==> src/rtl/sord_pkg.sv <==
package sord_pkg;

    // slice geometry
    localparam int SORD_WIDTH = 4;
    localparam int SORD_BANK_DEPTH = 8;
    localparam logic [2:0] SORD_PC_LOC = 3'h7;

    // routing field codes
    localparam logic [1:0] SORD_ROUTE_BANK_BANK = 2'h0;
    localparam logic [1:0] SORD_ROUTE_BANK_WORK = 2'h1;
    localparam logic [1:0] SORD_ROUTE_BANK_OUT = 2'h2;
    localparam logic [1:0] SORD_ROUTE_PORT = 2'h3;

    // source-select codes used when the routing field picks the port forms
    localparam logic [2:0] SORD_SRC_PW_OUT = 3'h0;
    localparam logic [2:0] SORD_SRC_PW_WORK = 3'h1;
    localparam logic [2:0] SORD_SRC_PW_OUT_ALT = 3'h2;
    localparam logic [2:0] SORD_SRC_PX_WORK = 3'h3;
    localparam logic [2:0] SORD_SRC_PW_EXT = 3'h4;
    localparam logic [2:0] SORD_SRC_PP_OUT = 3'h5;
    localparam logic [2:0] SORD_SRC_PX_EXT = 3'h6;
    localparam logic [2:0] SORD_SRC_PX_OUT = 3'h7;

    // function codes: 0..7 arithmetic, 8..F boolean
    localparam logic [3:0] SORD_FN_CONST = 4'h0;
    localparam logic [3:0] SORD_FN_B_MINUS_A = 4'h1;
    localparam logic [3:0] SORD_FN_A_MINUS_B = 4'h2;
    localparam logic [3:0] SORD_FN_A_PLUS_B = 4'h3;
    localparam logic [3:0] SORD_FN_B_ONLY = 4'h4;
    localparam logic [3:0] SORD_FN_NOT_B = 4'h5;
    localparam logic [3:0] SORD_FN_A_ONLY = 4'h6;
    localparam logic [3:0] SORD_FN_NOT_A = 4'h7;
    localparam logic [3:0] SORD_FN_XOR = 4'h8;
    localparam logic [3:0] SORD_FN_XNOR = 4'h9;
    localparam logic [3:0] SORD_FN_AND = 4'hA;
    localparam logic [3:0] SORD_FN_OR = 4'hB;
    localparam logic [3:0] SORD_FN_NAND = 4'hC;
    localparam logic [3:0] SORD_FN_NOR = 4'hD;
    localparam logic [3:0] SORD_FN_A_AND_NOT_B = 4'hE;
    localparam logic [3:0] SORD_FN_PASS_A = 4'hF;

    // reset value of every storage word
    localparam logic [SORD_WIDTH-1:0] SORD_RESET_WORD = 4'h0;

    // operand B source
    typedef enum logic [1:0] {
        SORD_B_WORK,
        SORD_B_EXT,
        SORD_B_PORT
    } sord_b_src_t;

    // result destination
    typedef enum logic [1:0] {
        SORD_DST_OUT,
        SORD_DST_BANK,
        SORD_DST_WORK,
        SORD_DST_EXT
    } sord_dest_t;

    // operation-select word as driven by the controller
    typedef struct packed {
        logic [3:0] function_code_field;
        logic [1:0] route;
        logic [2:0] src_sel;
    } sord_opword_t;

    // decoded routing
    typedef struct packed {
        logic a_from_port;
        sord_b_src_t b_src;
        sord_dest_t dest;
        logic addr_from_ext;
    } sord_route_t;

endpackage : sord_pkg

==> src/rtl/sord_alu.sv <==
`timescale 1ns/1ns
`default_nettype none

module sord_alu #(
    parameter int WIDTH = sord_pkg::SORD_WIDTH
) (
    // operands
    input wire logic [3:0] fn,
    input wire logic [WIDTH-1:0] a,
    input wire logic [WIDTH-1:0] b,
    input wire logic carry_in,
    // result
    output logic [WIDTH-1:0] result,
    output logic carry_out
);
    import sord_pkg::*;

    // ripple add of two words and the carry, carry in the top bit
    function automatic logic [WIDTH:0] sord_add(input logic [WIDTH-1:0] x,
                                                input logic [WIDTH-1:0] y,
                                                input logic c);
        sord_add = {1'b0, x} + {1'b0, y} + {{WIDTH{1'b0}}, c};
    endfunction : sord_add

    logic [WIDTH:0] sum; // arithmetic result with carry
    logic [WIDTH-1:0] logic_out; // boolean result
    logic [WIDTH-1:0] zeros; // all-low word
    assign zeros = '0;

    // arithmetic half: subtraction is add of the complement plus carry
    always_comb
    begin
        unique case (fn)
            SORD_FN_CONST: sum = {1'b0, carry_in ? zeros : ~zeros};
            SORD_FN_B_MINUS_A: sum = sord_add(b, ~a, carry_in);
            SORD_FN_A_MINUS_B: sum = sord_add(a, ~b, carry_in);
            SORD_FN_A_PLUS_B: sum = sord_add(a, b, carry_in);
            SORD_FN_B_ONLY: sum = sord_add(b, zeros, carry_in);
            SORD_FN_NOT_B: sum = sord_add(~b, zeros, carry_in);
            SORD_FN_A_ONLY: sum = sord_add(a, zeros, carry_in);
            SORD_FN_NOT_A: sum = sord_add(~a, zeros, carry_in);
            default: sum = {1'b0, zeros};
        endcase
    end

    // boolean half ignores the carry
    always_comb
    begin
        unique case (fn)
            SORD_FN_XOR: logic_out = a ^ b;
            SORD_FN_XNOR: logic_out = ~(a ^ b);
            SORD_FN_AND: logic_out = a & b;
            SORD_FN_OR: logic_out = a | b;
            SORD_FN_NAND: logic_out = ~(a & b);
            SORD_FN_NOR: logic_out = ~(a | b);
            SORD_FN_A_AND_NOT_B: logic_out = a & ~b;
            SORD_FN_PASS_A: logic_out = a;
            default: logic_out = zeros;
        endcase
    end

    // top bit of the code splits the sixteen functions eight and eight
    assign result = fn[3] ? logic_out : sum[WIDTH-1:0];
    assign carry_out = fn[3] ? 1'b0 : sum[WIDTH];

endmodule : sord_alu

`default_nettype wire

==> src/rtl/sord_slice.sv <==
`timescale 1ns/1ns
`default_nettype none

module sord_slice #(
    parameter int WIDTH = sord_pkg::SORD_WIDTH,
    parameter int BANK_DEPTH = sord_pkg::SORD_BANK_DEPTH
) (
    // clock and reset
    input wire logic core_clk,
    input wire logic resetn,
    // operation select from the controller
    input wire sord_pkg::sord_opword_t opword,
    input wire logic carry_in,
    input wire logic counter_address_override,
    // data ports
    input wire logic [WIDTH-1:0] data_in_port,
    output logic [WIDTH-1:0] data_out_port,
    output logic [WIDTH-1:0] address_out_port,
    // register views for status
    output logic [WIDTH-1:0] working_reg_view,
    output logic [WIDTH-1:0] extended_working_reg_view,
    output logic carry_out
);
    import sord_pkg::*;

    // elaboration check: source field is three bits wide
    if (BANK_DEPTH != SORD_BANK_DEPTH || WIDTH < 1)
    begin : g_bad_params
        $error("sord_slice: bank depth must be eight and width positive");
    end

    // storage: reset clears every word, so the counter location starts at zero
    logic [WIDTH-1:0] reg_bank [BANK_DEPTH]; // register bank, location 7 is the counter
    logic [WIDTH-1:0] working_reg; // working register
    logic [WIDTH-1:0] extended_working_reg; // extended working register

    // decode of routing and source fields into operand and destination choice;
    // routes 0 to 2 take A from the bank location named by the source field
    // and B from the working register, and differ only in the destination;
    // route 3 takes A from the data input and lets the source field pick
    // both B and the destination; every code decodes, so there is no default
    function automatic sord_route_t sord_decode(input logic [1:0] route,
                                                input logic [2:0] src);
        sord_route_t r;
        r.a_from_port = 1'b0;
        r.b_src = SORD_B_WORK;
        r.dest = SORD_DST_BANK;
        r.addr_from_ext = 1'b0;
        unique case (route)
            SORD_ROUTE_BANK_BANK: r.dest = SORD_DST_BANK;
            SORD_ROUTE_BANK_WORK: r.dest = SORD_DST_WORK;
            SORD_ROUTE_BANK_OUT: r.dest = SORD_DST_OUT;
            SORD_ROUTE_PORT:
            begin
                r.a_from_port = 1'b1;
                unique case (src)
                    SORD_SRC_PW_OUT:
                    begin
                        r.dest = SORD_DST_OUT;
                        r.addr_from_ext = 1'b1;
                    end
                    SORD_SRC_PW_WORK:
                    begin
                        r.dest = SORD_DST_WORK;
                        r.addr_from_ext = 1'b1;
                    end
                    SORD_SRC_PW_OUT_ALT: r.dest = SORD_DST_OUT;
                    SORD_SRC_PX_WORK:
                    begin
                        r.b_src = SORD_B_EXT;
                        r.dest = SORD_DST_WORK;
                    end
                    SORD_SRC_PW_EXT: r.dest = SORD_DST_EXT;
                    SORD_SRC_PP_OUT:
                    begin
                        r.b_src = SORD_B_PORT;
                        r.dest = SORD_DST_OUT;
                    end
                    SORD_SRC_PX_EXT:
                    begin
                        r.b_src = SORD_B_EXT;
                        r.dest = SORD_DST_EXT;
                    end
                    SORD_SRC_PX_OUT:
                    begin
                        r.b_src = SORD_B_EXT;
                        r.dest = SORD_DST_OUT;
                    end
                endcase
            end
        endcase
        sord_decode = r;
    endfunction : sord_decode

    // decoded controls
    // all of these are combinational and settle well before the next edge
    sord_route_t route_sel; // operand, destination and address choice
    logic [WIDTH-1:0] bank_word; // bank location named by the source field
    logic [WIDTH-1:0] operand_a; // ALU A input
    logic [WIDTH-1:0] operand_b; // ALU B input
    logic [WIDTH-1:0] alu_result; // ALU output
    logic alu_carry; // ALU carry out
    logic [WIDTH-1:0] next_address; // address selector output

    assign route_sel = sord_decode(opword.route, opword.src_sel);
    // the source field names the location read for A and, on route 0, the
    // location written back, so a read-modify-write takes a single cycle
    assign bank_word = reg_bank[opword.src_sel];
    assign operand_a = route_sel.a_from_port ? data_in_port : bank_word;
    // B: the data input for one port form, the extended register for the
    // forms that name it, and the working register everywhere else
    assign operand_b = (route_sel.b_src == SORD_B_PORT) ? data_in_port
                     : (route_sel.b_src == SORD_B_EXT) ? extended_working_reg
                     : working_reg;

    // the function code applies to whatever routing was picked
    sord_alu #(
        .WIDTH(WIDTH)
    ) u_alu (
        .fn(opword.function_code_field),
        .a(operand_a),
        .b(operand_b),
        .carry_in(carry_in),
        .result(alu_result),
        .carry_out(alu_carry)
    );

    // output port shows the result in every cycle, whatever the destination;
    // it cannot be a flop or a bank write would not be visible until later
    assign data_out_port = alu_result;
    // carry out stays combinational as well: slices cascade to wider words,
    // and the next slice needs this carry within the same cycle
    assign carry_out = alu_carry;

    // override wins over the decoded choice of the address selector;
    // the counter location is read straight from the bank, not through A
    assign next_address = counter_address_override ? reg_bank[SORD_PC_LOC]
                        : route_sel.addr_from_ext ? extended_working_reg
                        : working_reg;

    // bank: written only when it is the single destination; the location
    // written is the one read for A, and writing location 7 moves the
    // counter that the override puts on the address port
    always_ff @(posedge core_clk or negedge resetn)
    begin
        if (!resetn)
        begin
            for (int i = 0; i < BANK_DEPTH; i++)
            begin
                reg_bank[i] <= SORD_RESET_WORD;
            end
        end
        else if (route_sel.dest == SORD_DST_BANK)
        begin
            reg_bank[opword.src_sel] <= alu_result;
        end
    end

    // working register: loaded by route 1 and by the port forms that name it;
    // it also feeds the address selector whenever no marked form is decoded and the override is low
    always_ff @(posedge core_clk or negedge resetn)
    begin
        if (!resetn)
        begin
            working_reg <= SORD_RESET_WORD;
        end
        else if (route_sel.dest == SORD_DST_WORK)
        begin
            working_reg <= alu_result;
        end
    end

    // extended working register
    always_ff @(posedge core_clk or negedge resetn)
    begin
        if (!resetn)
        begin
            extended_working_reg <= SORD_RESET_WORD;
        end
        else if (route_sel.dest == SORD_DST_EXT)
        begin
            extended_working_reg <= alu_result;
        end
    end

    // address port is registered, so it trails the decode by one edge;
    // the value taken is the selected register as it stood before that edge,
    // so a write and an address fetch of one register never race
    always_ff @(posedge core_clk or negedge resetn)
    begin
        if (!resetn)
        begin
            address_out_port <= SORD_RESET_WORD;
        end
        else
        begin
            address_out_port <= next_address;
        end
    end

    // register views are wires off the flops, so they show the stored words
    assign working_reg_view = working_reg;
    assign extended_working_reg_view = extended_working_reg;

endmodule : sord_slice

`default_nettype wire
==> config.mk <==
export PLATFORM = sky130hd
export DESIGN_NAME = sord_slice
export DESIGN_NICKNAME = d
export VERILOG_FILES = /design/src/rtl/sord_pkg.sv /design/src/rtl/sord_alu.sv /design/src/rtl/sord_slice.sv
export SDC_FILE = /design/constraint.sdc
export NUM_CORES = 1
export LEC_CHECK = 0
export BUFFER_PORTS_ARGS = -buffer_cell sky130_fd_sc_hd__buf_2
export CAP_MARGIN = 30
export CORE_MARGIN = 2
export CORE_UTILIZATION = 35
export CTS_BUF_LIST = sky130_fd_sc_hd__clkbuf_4 sky130_fd_sc_hd__clkbuf_8
export CTS_CLUSTER_DIAMETER = 120
export DETAILED_ROUTE_END_ITERATION = 8
export GPL_TIMING_DRIVEN = 0
export PLACE_DENSITY_LB_ADDON = 0.25
export RECOVER_POWER = 100
export SLEW_MARGIN = 40
export SYNTH_ARGS = -nofsm -noshare
export SYNTH_HDL_FRONTEND = slang
export SYNTH_HIERARCHICAL = 1
export SYNTH_SLANG_ARGS = --single-unit
export TNS_END_PERCENT = 1
==> constraint.sdc <==
create_clock -name core_clk -period 3.1 [get_ports core_clk]
set_input_delay 0.155 -clock core_clk [delete_from_list [all_inputs] [get_ports core_clk]]
set_output_delay 0.155 -clock core_clk [all_outputs]
set_load 0.05 [all_outputs]
## Word-level counts from Yosys, hierarchy flattened

Index checks and enable logic that the tools add are counted.

- $add $sub $neg: 10
- $lt $le $gt $ge: 2
- Eq/ne operators: 30
- Mux-type cells: 22
- Bitwise operators: 10
- Reductions and logical operators: 9

Operator list:

| cell | count |
|---|---|
| 4-bit 2-to-1 mux | 10 |
| 5-bit one-hot mux with 8 select lines | 1 |
| 32-bit bitwise mux | 1 |
| 4-bit equality test (second input constant) | 8 |
| 4-bit one-hot mux with 8 select lines | 1 |
| 4-bit by 1-bit adder with 5-bit output | 4 |
| 4-bit NOT | 5 |
| 4-bit by 3-bit equality test with 1-bit output (second input constant) | 4 |
| 4-bit by 4-bit adder with 5-bit output | 3 |
| 5-bit by 1-bit adder with 5-bit output | 3 |
| 4-bit binary-select mux with 3-bit select | 1 |
| 4-bit demux with 3-bit select | 1 |
| 3-bit equality test (second input constant) | 4 |
| 2-bit equality test (second input constant) | 5 |
| 4-bit bitwise AND | 2 |
| 4-bit by 2-bit equality test with 1-bit output (second input constant) | 2 |
| 2-bit one-hot mux with 4 select lines | 1 |
| 2-bit by 1-bit equality test with 1-bit output (second input constant) | 3 |
| 3-bit by 2-bit equality test with 1-bit output (second input constant) | 2 |
| 2-bit one-hot mux with 3 select lines | 1 |
| 2-bit OR reduction | 3 |
| 4-bit by 1-bit equality test with 1-bit output (second input constant) | 1 |
| 4-bit greater-or-equal comparator (second input constant) | 1 |
| 4-bit zero test | 1 |
| other kinds (13) | 15 |

- Bits in registers: 44
- Input bits: 17
- Output and inout port bits: 17
- Logic and storage cells: 94

## Depth between registers and ports, before layout

Gate-level depths: netlist of run 1.

- Depth in word-level cells: 13
- Depth in mapped cells: 18
- Gate-level depth less buffers: 14

## By module

Netlist of run 1, hierarchy kept.

Modules (own cells, without submodules):

| module | instances | cells each | area an instance (um^2) | sequential area each (um^2) |
|---|---|---|---|---|
| sord_slice | 1 | 185 | 2245.9 | 1101.1 |
| sord_alu | 1 | 159 | 1204.9 | 0.0 |

## Worst setup path after synthesis of run 1

Ideal clock, no wire load.

- Path kind: in2reg
- Start: in opword[0] (netlist bit)
- End: reg working_reg[2] (netlist: working_reg_view[2])
- Setup time: 0.067 ns
- Arrival: 4.006 ns
- Required time: 3.033 ns
- Path slack: -0.973 ns
- Cell stages on the path: 17
- Buffers on the path: 4
- Path through: buf_6 buf_12 buf_4 mux2i_1 o21ai_0 nand2_1 a31oi_1 inv_1 fa_1 fa_1 mux2i_1 xnor2_1 a221oi_1 a211o_1 a22oi_2 buf_1 mux2_2

- Elaborated cells on any way between the ends: 48

RTL lines:

| what | RTL line | source |
|---|---|---|
| start: declaration | sord_slice.sv:12 | `input wire sord_pkg::sord_opword_t opword,` |
| 3-bit NOT with 4-bit output (not written as such) (*) | sord_slice.sv:108 | `assign bank_word = reg_bank[opword.src_sel];` |
| 4-bit binary-select mux with 3-bit select (*) | sord_slice.sv:108 |  |
| 4-bit 2-to-1 mux (not written as such) (*) (2 in series) | sord_slice.sv:108 |  |
| 4-bit 2-to-1 mux (*) | sord_slice.sv:109 | `assign operand_a = route_sel.a_from_port ? data_in_port : bank_word;` |
| net operand_a[0] | sord_slice.sv:99 | `logic [WIDTH-1:0] operand_a;` |
| 4-bit NOT | sord_alu.sv:35, sord_alu.sv:41 |  |
| 4-bit by 4-bit adder with 5-bit output | sord_alu.sv:22 | `sord_add = {1'b0, x} + {1'b0, y} + {{WIDTH{1'b0}}, c};` |
| 5-bit by 1-bit adder with 5-bit output | sord_alu.sv:22 |  |
| 5-bit one-hot mux with 8 select lines (*) | sord_alu.sv:33 | `unique case (fn)` |
| 4-bit 2-to-1 mux (*) | sord_alu.sv:63 | `assign result = fn[3] ? logic_out : sum[WIDTH-1:0];` |
| net data_out_port[2] | sord_slice.sv:17 | `output logic [WIDTH-1:0] data_out_port,` |
| end signal: assignment | sord_slice.sv:169 | `working_reg <= alu_result;` |
| end: declaration | sord_slice.sv:34 | `logic [WIDTH-1:0] working_reg;` |

The timed path passes the listed nets; every way through them passes the cells marked *. The select of a mux whose other input is x is not followed.
A chain may end at the register's enable or synchronous reset.

## Worst setup path after layout of run 1

- Start: reg reg_bank[8] (netlist bit)
- End: out data_out_port[2]

- Word-level cells in the longest chain between the ends: 9
- Elaborated cells on any way between the ends: 15

RTL lines:

| what | RTL line | source |
|---|---|---|
| start: declaration | sord_slice.sv:33 | `logic [WIDTH-1:0] reg_bank [BANK_DEPTH];` |
| start signal: indexed assignment | sord_slice.sv:155 | `reg_bank[opword.src_sel] <= alu_result;` |
| 4-bit binary-select mux with 3-bit select (*) | sord_slice.sv:108 |  |
| 4-bit 2-to-1 mux (not written as such) (*) (2 in series) | sord_slice.sv:108 |  |
| 4-bit 2-to-1 mux (*) | sord_slice.sv:109 |  |
| net operand_a[0] | sord_slice.sv:99 |  |
| 4-bit NOT | sord_alu.sv:35, sord_alu.sv:41 |  |
| 4-bit by 4-bit adder with 5-bit output | sord_alu.sv:22 |  |
| 5-bit by 1-bit adder with 5-bit output | sord_alu.sv:22 |  |
| 5-bit one-hot mux with 8 select lines (*) | sord_alu.sv:33 |  |
| 4-bit 2-to-1 mux (*) | sord_alu.sv:63 |  |
| end: declaration | sord_slice.sv:17 |  |

Marks and branches as above.

==> results of run 1 <==
## cell type report
class	count	area share
buffer	25	0.0495
clock buffer	6	0.0186
sequential	44	0.269
multi-input combinational	261	0.556
timing repair buffer	38	0.0541
inverter	12	0.0110
clock inverter	1	0.00122
tap	133	0.0406
## metal layers
metal  GRT usage  wire length [µm]  up-vias
li1            -                 -     1313
met1       0.237              4100     1337
met2       0.287              4220       57
met3      0.0168               254        5
met4      0.0314                46        0
met5           0                 0        -
## cells in the mapped netlist (3+ instances only)
master    number
mux2i_1       24
o21ai_0       20
xor2_1         4
nand2b_1       3
a31oi_1        4
a21oi_1       24
buf_2          9
buf_6          5
mux2_2        43
nor3_1         3
nor2b_1        6
buf_1          5
xnor2_1        4
dfrtp_1       44
fa_1           6
a32oi_1        3
nand3_1        9
ha_1          17
clkbuf_1       4
nor2_1        19
inv_1         12
nand2_1       23
nand4_1        3
a21o_1         3
## kinds of logic (layout without fill, tap and decap cells)
group | count (synthesis) | after routing | share of synthesized area
xor+xnor | 8 | 8 | 0.0203
simple gates | 81 | 81 | 0.124
mux | 70 | 70 | 0.226
flops | 44 | 44 | 0.319
compound gates | 79 | 79 | 0.150
buf+inv | 39 | 82 | 0.0638
fa+ha+maj | 23 | 23 | 0.0964
## state kept, by name, summed over array words and instances, names as in the netlist
| register | cells |
|---|---|
| extended_working_reg_view | 4 |
| address_out_port | 4 |
| reg_bank | 32 |
| working_reg_view | 4 |
## worst max-delay path, stage by stage, from the launching register on
cell      delay [ns]
dfrtp_1         0.34
mux2i_1         0.07
o21ai_1         0.16
nand2_1         0.12
a31oi_4         0.25
inv_2           0.09
fa_2            0.37
fa_2            0.36
mux2i_1         0.17
xnor2_1         0.16
a221oi_2        0.10
a211o_1         0.26
a22oi_2         0.24
buf_6           0.19
## final timing paths
kind | cells past startpoint | to | slack [ns] | from
worst min-delay path | 2 | address_out_port[3] | 0.17 | counter_address_override
worst min register to register | 1 | reg_bank[15] | 0.51 | reg_bank[15]
min in group asynchronous | 2 | reg_bank[22] | 1.10 | resetn
max in group asynchronous | 2 | reg_bank[14] | 0.67 | resetn
worst max-delay path | 13 | data_out_port[2] | -0.23 | reg_bank[8]
worst max register to register | 14 | reg_bank[2] | -0.21 | reg_bank[4]
## power groups by stage
stage	clock network (mW)	logic [mW]	registers, mW
after floorplan	0	0.979	1.08
after global placement	0	1.47	0.917
after detailed placement	0	1.49	0.926
after CTS	0.351	1.59	0.916
after global routing	0.377	1.76	0.950
final	0.341	1.61	0.920
## metrics by stage
step	util	setup WS, ns
6_report	0.423	-0.233
5_1_grt	0.423	-0.435
4_1_cts	0.418	-0.284
3_5_place_dp	0.395	-0.938
3_3_place_gp	0.395	-0.970
2_1_floorplan	-	-0.393
## timing repair
action	in CTS	in global routing
endpoints found under the setup margin	45	45
pin swaps	5	8
resized for setup	24	17
buffers inserted	6	2
hold buffers	1	0
endpoints found under the hold margin	44	0
==> results.toml, run 1 <==
[status]
status = "finished, violations left"
violations = "capacitance limit, slew limit, setup timing"

[yosys]
synth.avg_cell_area_um2 = 10.0
yosysWarnings = 6
synth_fp_nets = 384
ys_ff_latch = 44
netlist_instances = 344
ys.flop_type = "dfrtp_1"
synth-seq-area-share = 0.319
yosysTopAreaCell = "dfrtp_1"
ys_types = 62
postSynth.asyncResetShare = 1.00
synth_area_um2 = 3450
synth_area_leaders = "dfrtp_1 32%, mux2_2 14%, mux2i_1 7.0%"
synth_top_area_share = 0.319
synth_edf_count = 0

[routing]
vias_per_cell = 5.22
drtPass1Iterations = 4
vias = 2712
initialDrtViolationCount = 104
routed_wl_um = 8620
postRouteAntennaNets = 0
routedWlPerCell_um = 16.6
drc = 0

[clocking]
cts_tree = "done"
clock_latency_ns = 0.29
clockBufferDepth = 2
cts-buffers-inserted = 5
cts.sinks = 44
root_buffer = "clkbuf_8"
h-tree-depth = 2
clk_pin_slew_ns = 0.07

[power]
power_frac_clock = 0.119
p_sw_frac = 0.436
vdd_drop_max_mv = 0.399
p_int_mw = 1.62
p_sw_mw = 1.25
p_leak_nw = 1.75
pwr_density_cell_nw_per_um2 = 701
p_seq_frac = 0.320
comb_power_share = 0.561
power_mw = 2.87

[grt]
grt_max_degree = 45
grt_overflow = 0
grt_use_total = 0.169
grt_pass1_vias = 2694
grt_pass1_wl_um = 14000
antenna_found_initial = 0

[place]
dpl.hpwl_um = 6410
portBuffers = 29
finalWeightedCongestion = 0.859
dp.cells = 506
place_area_um2 = 3830

[worst_setup_path]
crit_path_start_kind = "flop"
critPathArrivalTime_ns = 3.18
crit_type = "reg2out"
crit_path_end_kind = "output pin"
critPathMaxFanout = 3
required_ns = 2.94

[sta]
holdWs_ns = 0.167
slew_headroom = -0.552
tightest_slew_ns = 2.33
max_freq_mhz = 300
fin_skew_ns = 0.00809
rsz0062_at_grt = "true"
fin_crit_ns = 3.33
setup_viol = 24
finalHoldViolations = 0
fin_setup_tns_ns = -3.43
slew_violations = 45
final.period_utilization = 1.08
setup_ws_ns = -0.233

[final_layout]
multi_input_area_um2 = 2280
fin_cells = 520
seq_area_um2 = 1100
area_growth_pct = 18.7
fin_nets = 427
final_cell_mix = "44 x dfrtp_1, 43 x mux2_2, 23 x mux2i_1, 23 x nand2_1"
final_area_um2 = 4100
final_common_cell = "dfrtp_1"
fillCellCount = 949
diodes = 0
final_layout_size_suffix_gt1_frac = 0.357

[die]
row_count = 36
die_y_um = 103
core_area_um2 = 9680
fp.dieW_um = 103
top_level_ports = 34
initial_core_util = 0.356
die-area_um2 = 10700

[hold_path]
hold_path.class = "in2reg"

[flow_run]
maxCapViolations = 1
Power figures use the tool's default switching activity.
==> run 2: changes to the inputs <==
--- a/config.mk
+++ b/config.mk
@@ -7,7 +7,7 @@
 export LEC_CHECK = 0
 export BUFFER_PORTS_ARGS = -buffer_cell sky130_fd_sc_hd__buf_2
 export CAP_MARGIN = 30
-export CORE_MARGIN = 2
+export CORE_MARGIN = 10
 export CORE_UTILIZATION = 35
 export CTS_BUF_LIST = sky130_fd_sc_hd__clkbuf_4 sky130_fd_sc_hd__clkbuf_8
 export CTS_CLUSTER_DIAMETER = 120
@@ -15,6 +15,7 @@
 export GPL_TIMING_DRIVEN = 0
 export PLACE_DENSITY_LB_ADDON = 0.25
 export RECOVER_POWER = 100
+export SKIP_LAST_GASP = 1
 export SLEW_MARGIN = 40
 export SYNTH_ARGS = -nofsm -noshare
 export SYNTH_HDL_FRONTEND = slang
==> run 2 against run 1 <==
- the run still ends with capacitance limit, slew limit, setup timing left
- count of clock-buffer cells in the layout unchanged
- sequential share of layout area is 0.17 points higher
- worst setup slack lost 0.057 ns
- total power decreased by 0.68%
- via count decreased by 1.3%
- clock power grew 1%
- worst hold slack worse by 0.012 ns
- clock skew shrank 0.0018 ns
- register-to-register slack got worse by 0.04 ns
- flip-flop and latch count unchanged
- critical endpoint unchanged
- largest cell class unchanged
==> results.toml, run 2 (synthesized netlist as in run 1, its figures left out) <==
[routing]
routedWlPerCell_um = 17.2
drtPass1Iterations = 5
vias_per_cell = 5.11
vias = 2678
initialDrtViolationCount = 240
routed_wl_um = 8990
postRouteAntennaNets = 0
drc = 0

[final_layout]
area_growth_pct = 17.9
final_cell_mix = "44 x dfrtp_1, 43 x mux2_2, 23 x mux2i_1, 23 x nand2_1, 22 x buf_2"
final_layout_size_suffix_gt1_frac = 0.330
final_area_um2 = 4070
largest_reg_flops = 32
final_common_cell = "dfrtp_1"
diodes = 0
fin_nets = 431
fillCellCount = 973
regMostFlops = "reg_bank"
final_util = 0.420

[clocking]
root_buffer = "clkbuf_8"
cts-buffers-inserted = 5
clk_pin_slew_ns = 0.08
clockBufferDepth = 2
h-tree-depth = 2
clock_latency_ns = 0.30
cts.sinks = 44
cts_tree = "done"

[sta]
fin_crit_ns = 3.39
fin_skew_ns = 0.00632
finalHoldViolations = 0
rsz0062_at_grt = "true"
setup_viol = 34
holdWs_ns = 0.155
slew_violations = 45
setup_ws_ns = -0.290
slew_headroom = -0.582
tightest_slew_ns = 2.37
final.period_utilization = 1.09
max_freq_mhz = 295

[worst_setup_path]
r2r_cells = 12
crit_path_end_kind = "output pin"
crit_path_start_kind = "primary input"
required_ns = 2.94
reg2reg_setup_slack_ns = -0.25
reg2reg_from = "reg_bank[4]"
critPathMaxFanout = 10
crit_type = "in2out"
r2r_end = "reg_bank[17]"
crit_path_start = "opword[2]"
endpoint = "data_out_port[2]"
critPathArrivalTime_ns = 3.24

[grt]
grt_max_degree = 45
grt_overflow = 0
grt_pass1_wl_um = 14900
grt_use_total = 0.125
grt_pass1_vias = 2717
antenna_found_initial = 0

[flow_run]
maxCapViolations = 1

[power]
pwr_density_cell_nw_per_um2 = 700
p_leak_nw = 1.75
vdd_drop_max_mv = 0.415

[die]
initial_core_util = 0.356
row_count = 36
core_area_um2 = 9680
die-area_um2 = 14200
fp.dieW_um = 119
top_level_ports = 34
die_y_um = 119

[place]
place_area_um2 = 3830
portBuffers = 29
dpl.hpwl_um = 6710
finalWeightedCongestion = 0.869

[status]
status = "finished, violations left"
violations = "capacitance limit, slew limit, setup timing"

[hold_path]
hold_path.class = "in2reg"
[run 2: cell count changes in the layout (fill, tap and decap cells not counted), sizes merged]
cell	delta
buf	+1
clkbuf	+3
[run 2: how the worst min path moves through the flow]
| stage | depth (start not counted) | endpoint | startpoint | slack [ns] |
|---|---|---|---|---|
| after floorplan | 0 | address_out_port[0] | resetn | -0.14 |
| after detailed placement | 1 | reg_bank[22] | resetn | 0.19 |
| after global placement | 1 | reg_bank[22] | resetn | 0.36 |
| final | 2 | address_out_port[2] | counter_address_override | 0.16 |
| after CTS | 2 | address_out_port[3] | counter_address_override | 0.15 |
| after global routing | 2 | address_out_port[0] | counter_address_override | 0.17 |
[run 2: timing repair]
action,CTS,global route
pin swaps,7,1
endpoints found under the hold margin,44,0
setup endpoints to repair,45,45
buffers inserted,6,4
hold buffers,1,0
gates resized for setup,21,1
[run 2: power by group]
part / internal, mW / switching [mW] / total, mW
Sequential: 0.787 / 0.135 / 0.922
Combinational: 0.645 / 0.939 / 1.58
Clock: 0.162 / 0.183 / 0.345
[run 2: per-layer routing]
metal	GRT usage	up-vias	routed length, µm
met3	0.0208	7	375
li1	-	1321	-
met2	0.206	52	4320
met5	0	-	0
met1	0.169	1298	4230
met4	0.0264	0	64
[run 2: critical path: stages]
cell and delay, ns:
buf_2 0.09, buf_4 0.20, buf_2 0.25, nand4_1 0.16
buf_4 0.18, nor2_1 0.17, a21oi_4 0.08, inv_2 0.14
fa_1 0.19, inv_1 0.07, fa_1 0.39, mux2i_1 0.19
xnor2_1 0.15, a221oi_1 0.12, a211o_1 0.26, a22oi_2 0.23
buf_6 0.20
[run 2: cell type report]
type / instances / area [µm²] / area share
inverters: 12 / 45.0 / 0.0111
clock inverters: 1 / 5.00 / 0.00123
plain buffers: 27 / 196 / 0.0483
clock buffers: 6 / 76.3 / 0.0188
repair buffers: 40 / 225 / 0.0553
flip-flops and latches: 44 / 1100 / 0.271
well taps: 133 / 166 / 0.0409
multi-input cells: 261 / 2250 / 0.554
[run 2: through the flow]
step / power [mW] / TNS (ns) / cells / setup WS [ns]
2_1_floorplan: 2.06 / -14.75 / 344 / -0.393
3_3_place_gp: 2.40 / -29.10 / 506 / -0.951
3_5_place_dp: 2.43 / -28.66 / 506 / -0.943
4_1_cts: 2.86 / -7.12 / 520 / -0.272
5_1_grt: 3.08 / -15.39 / 524 / -0.470
6_report: 2.85 / -7.55 / 524 / -0.290
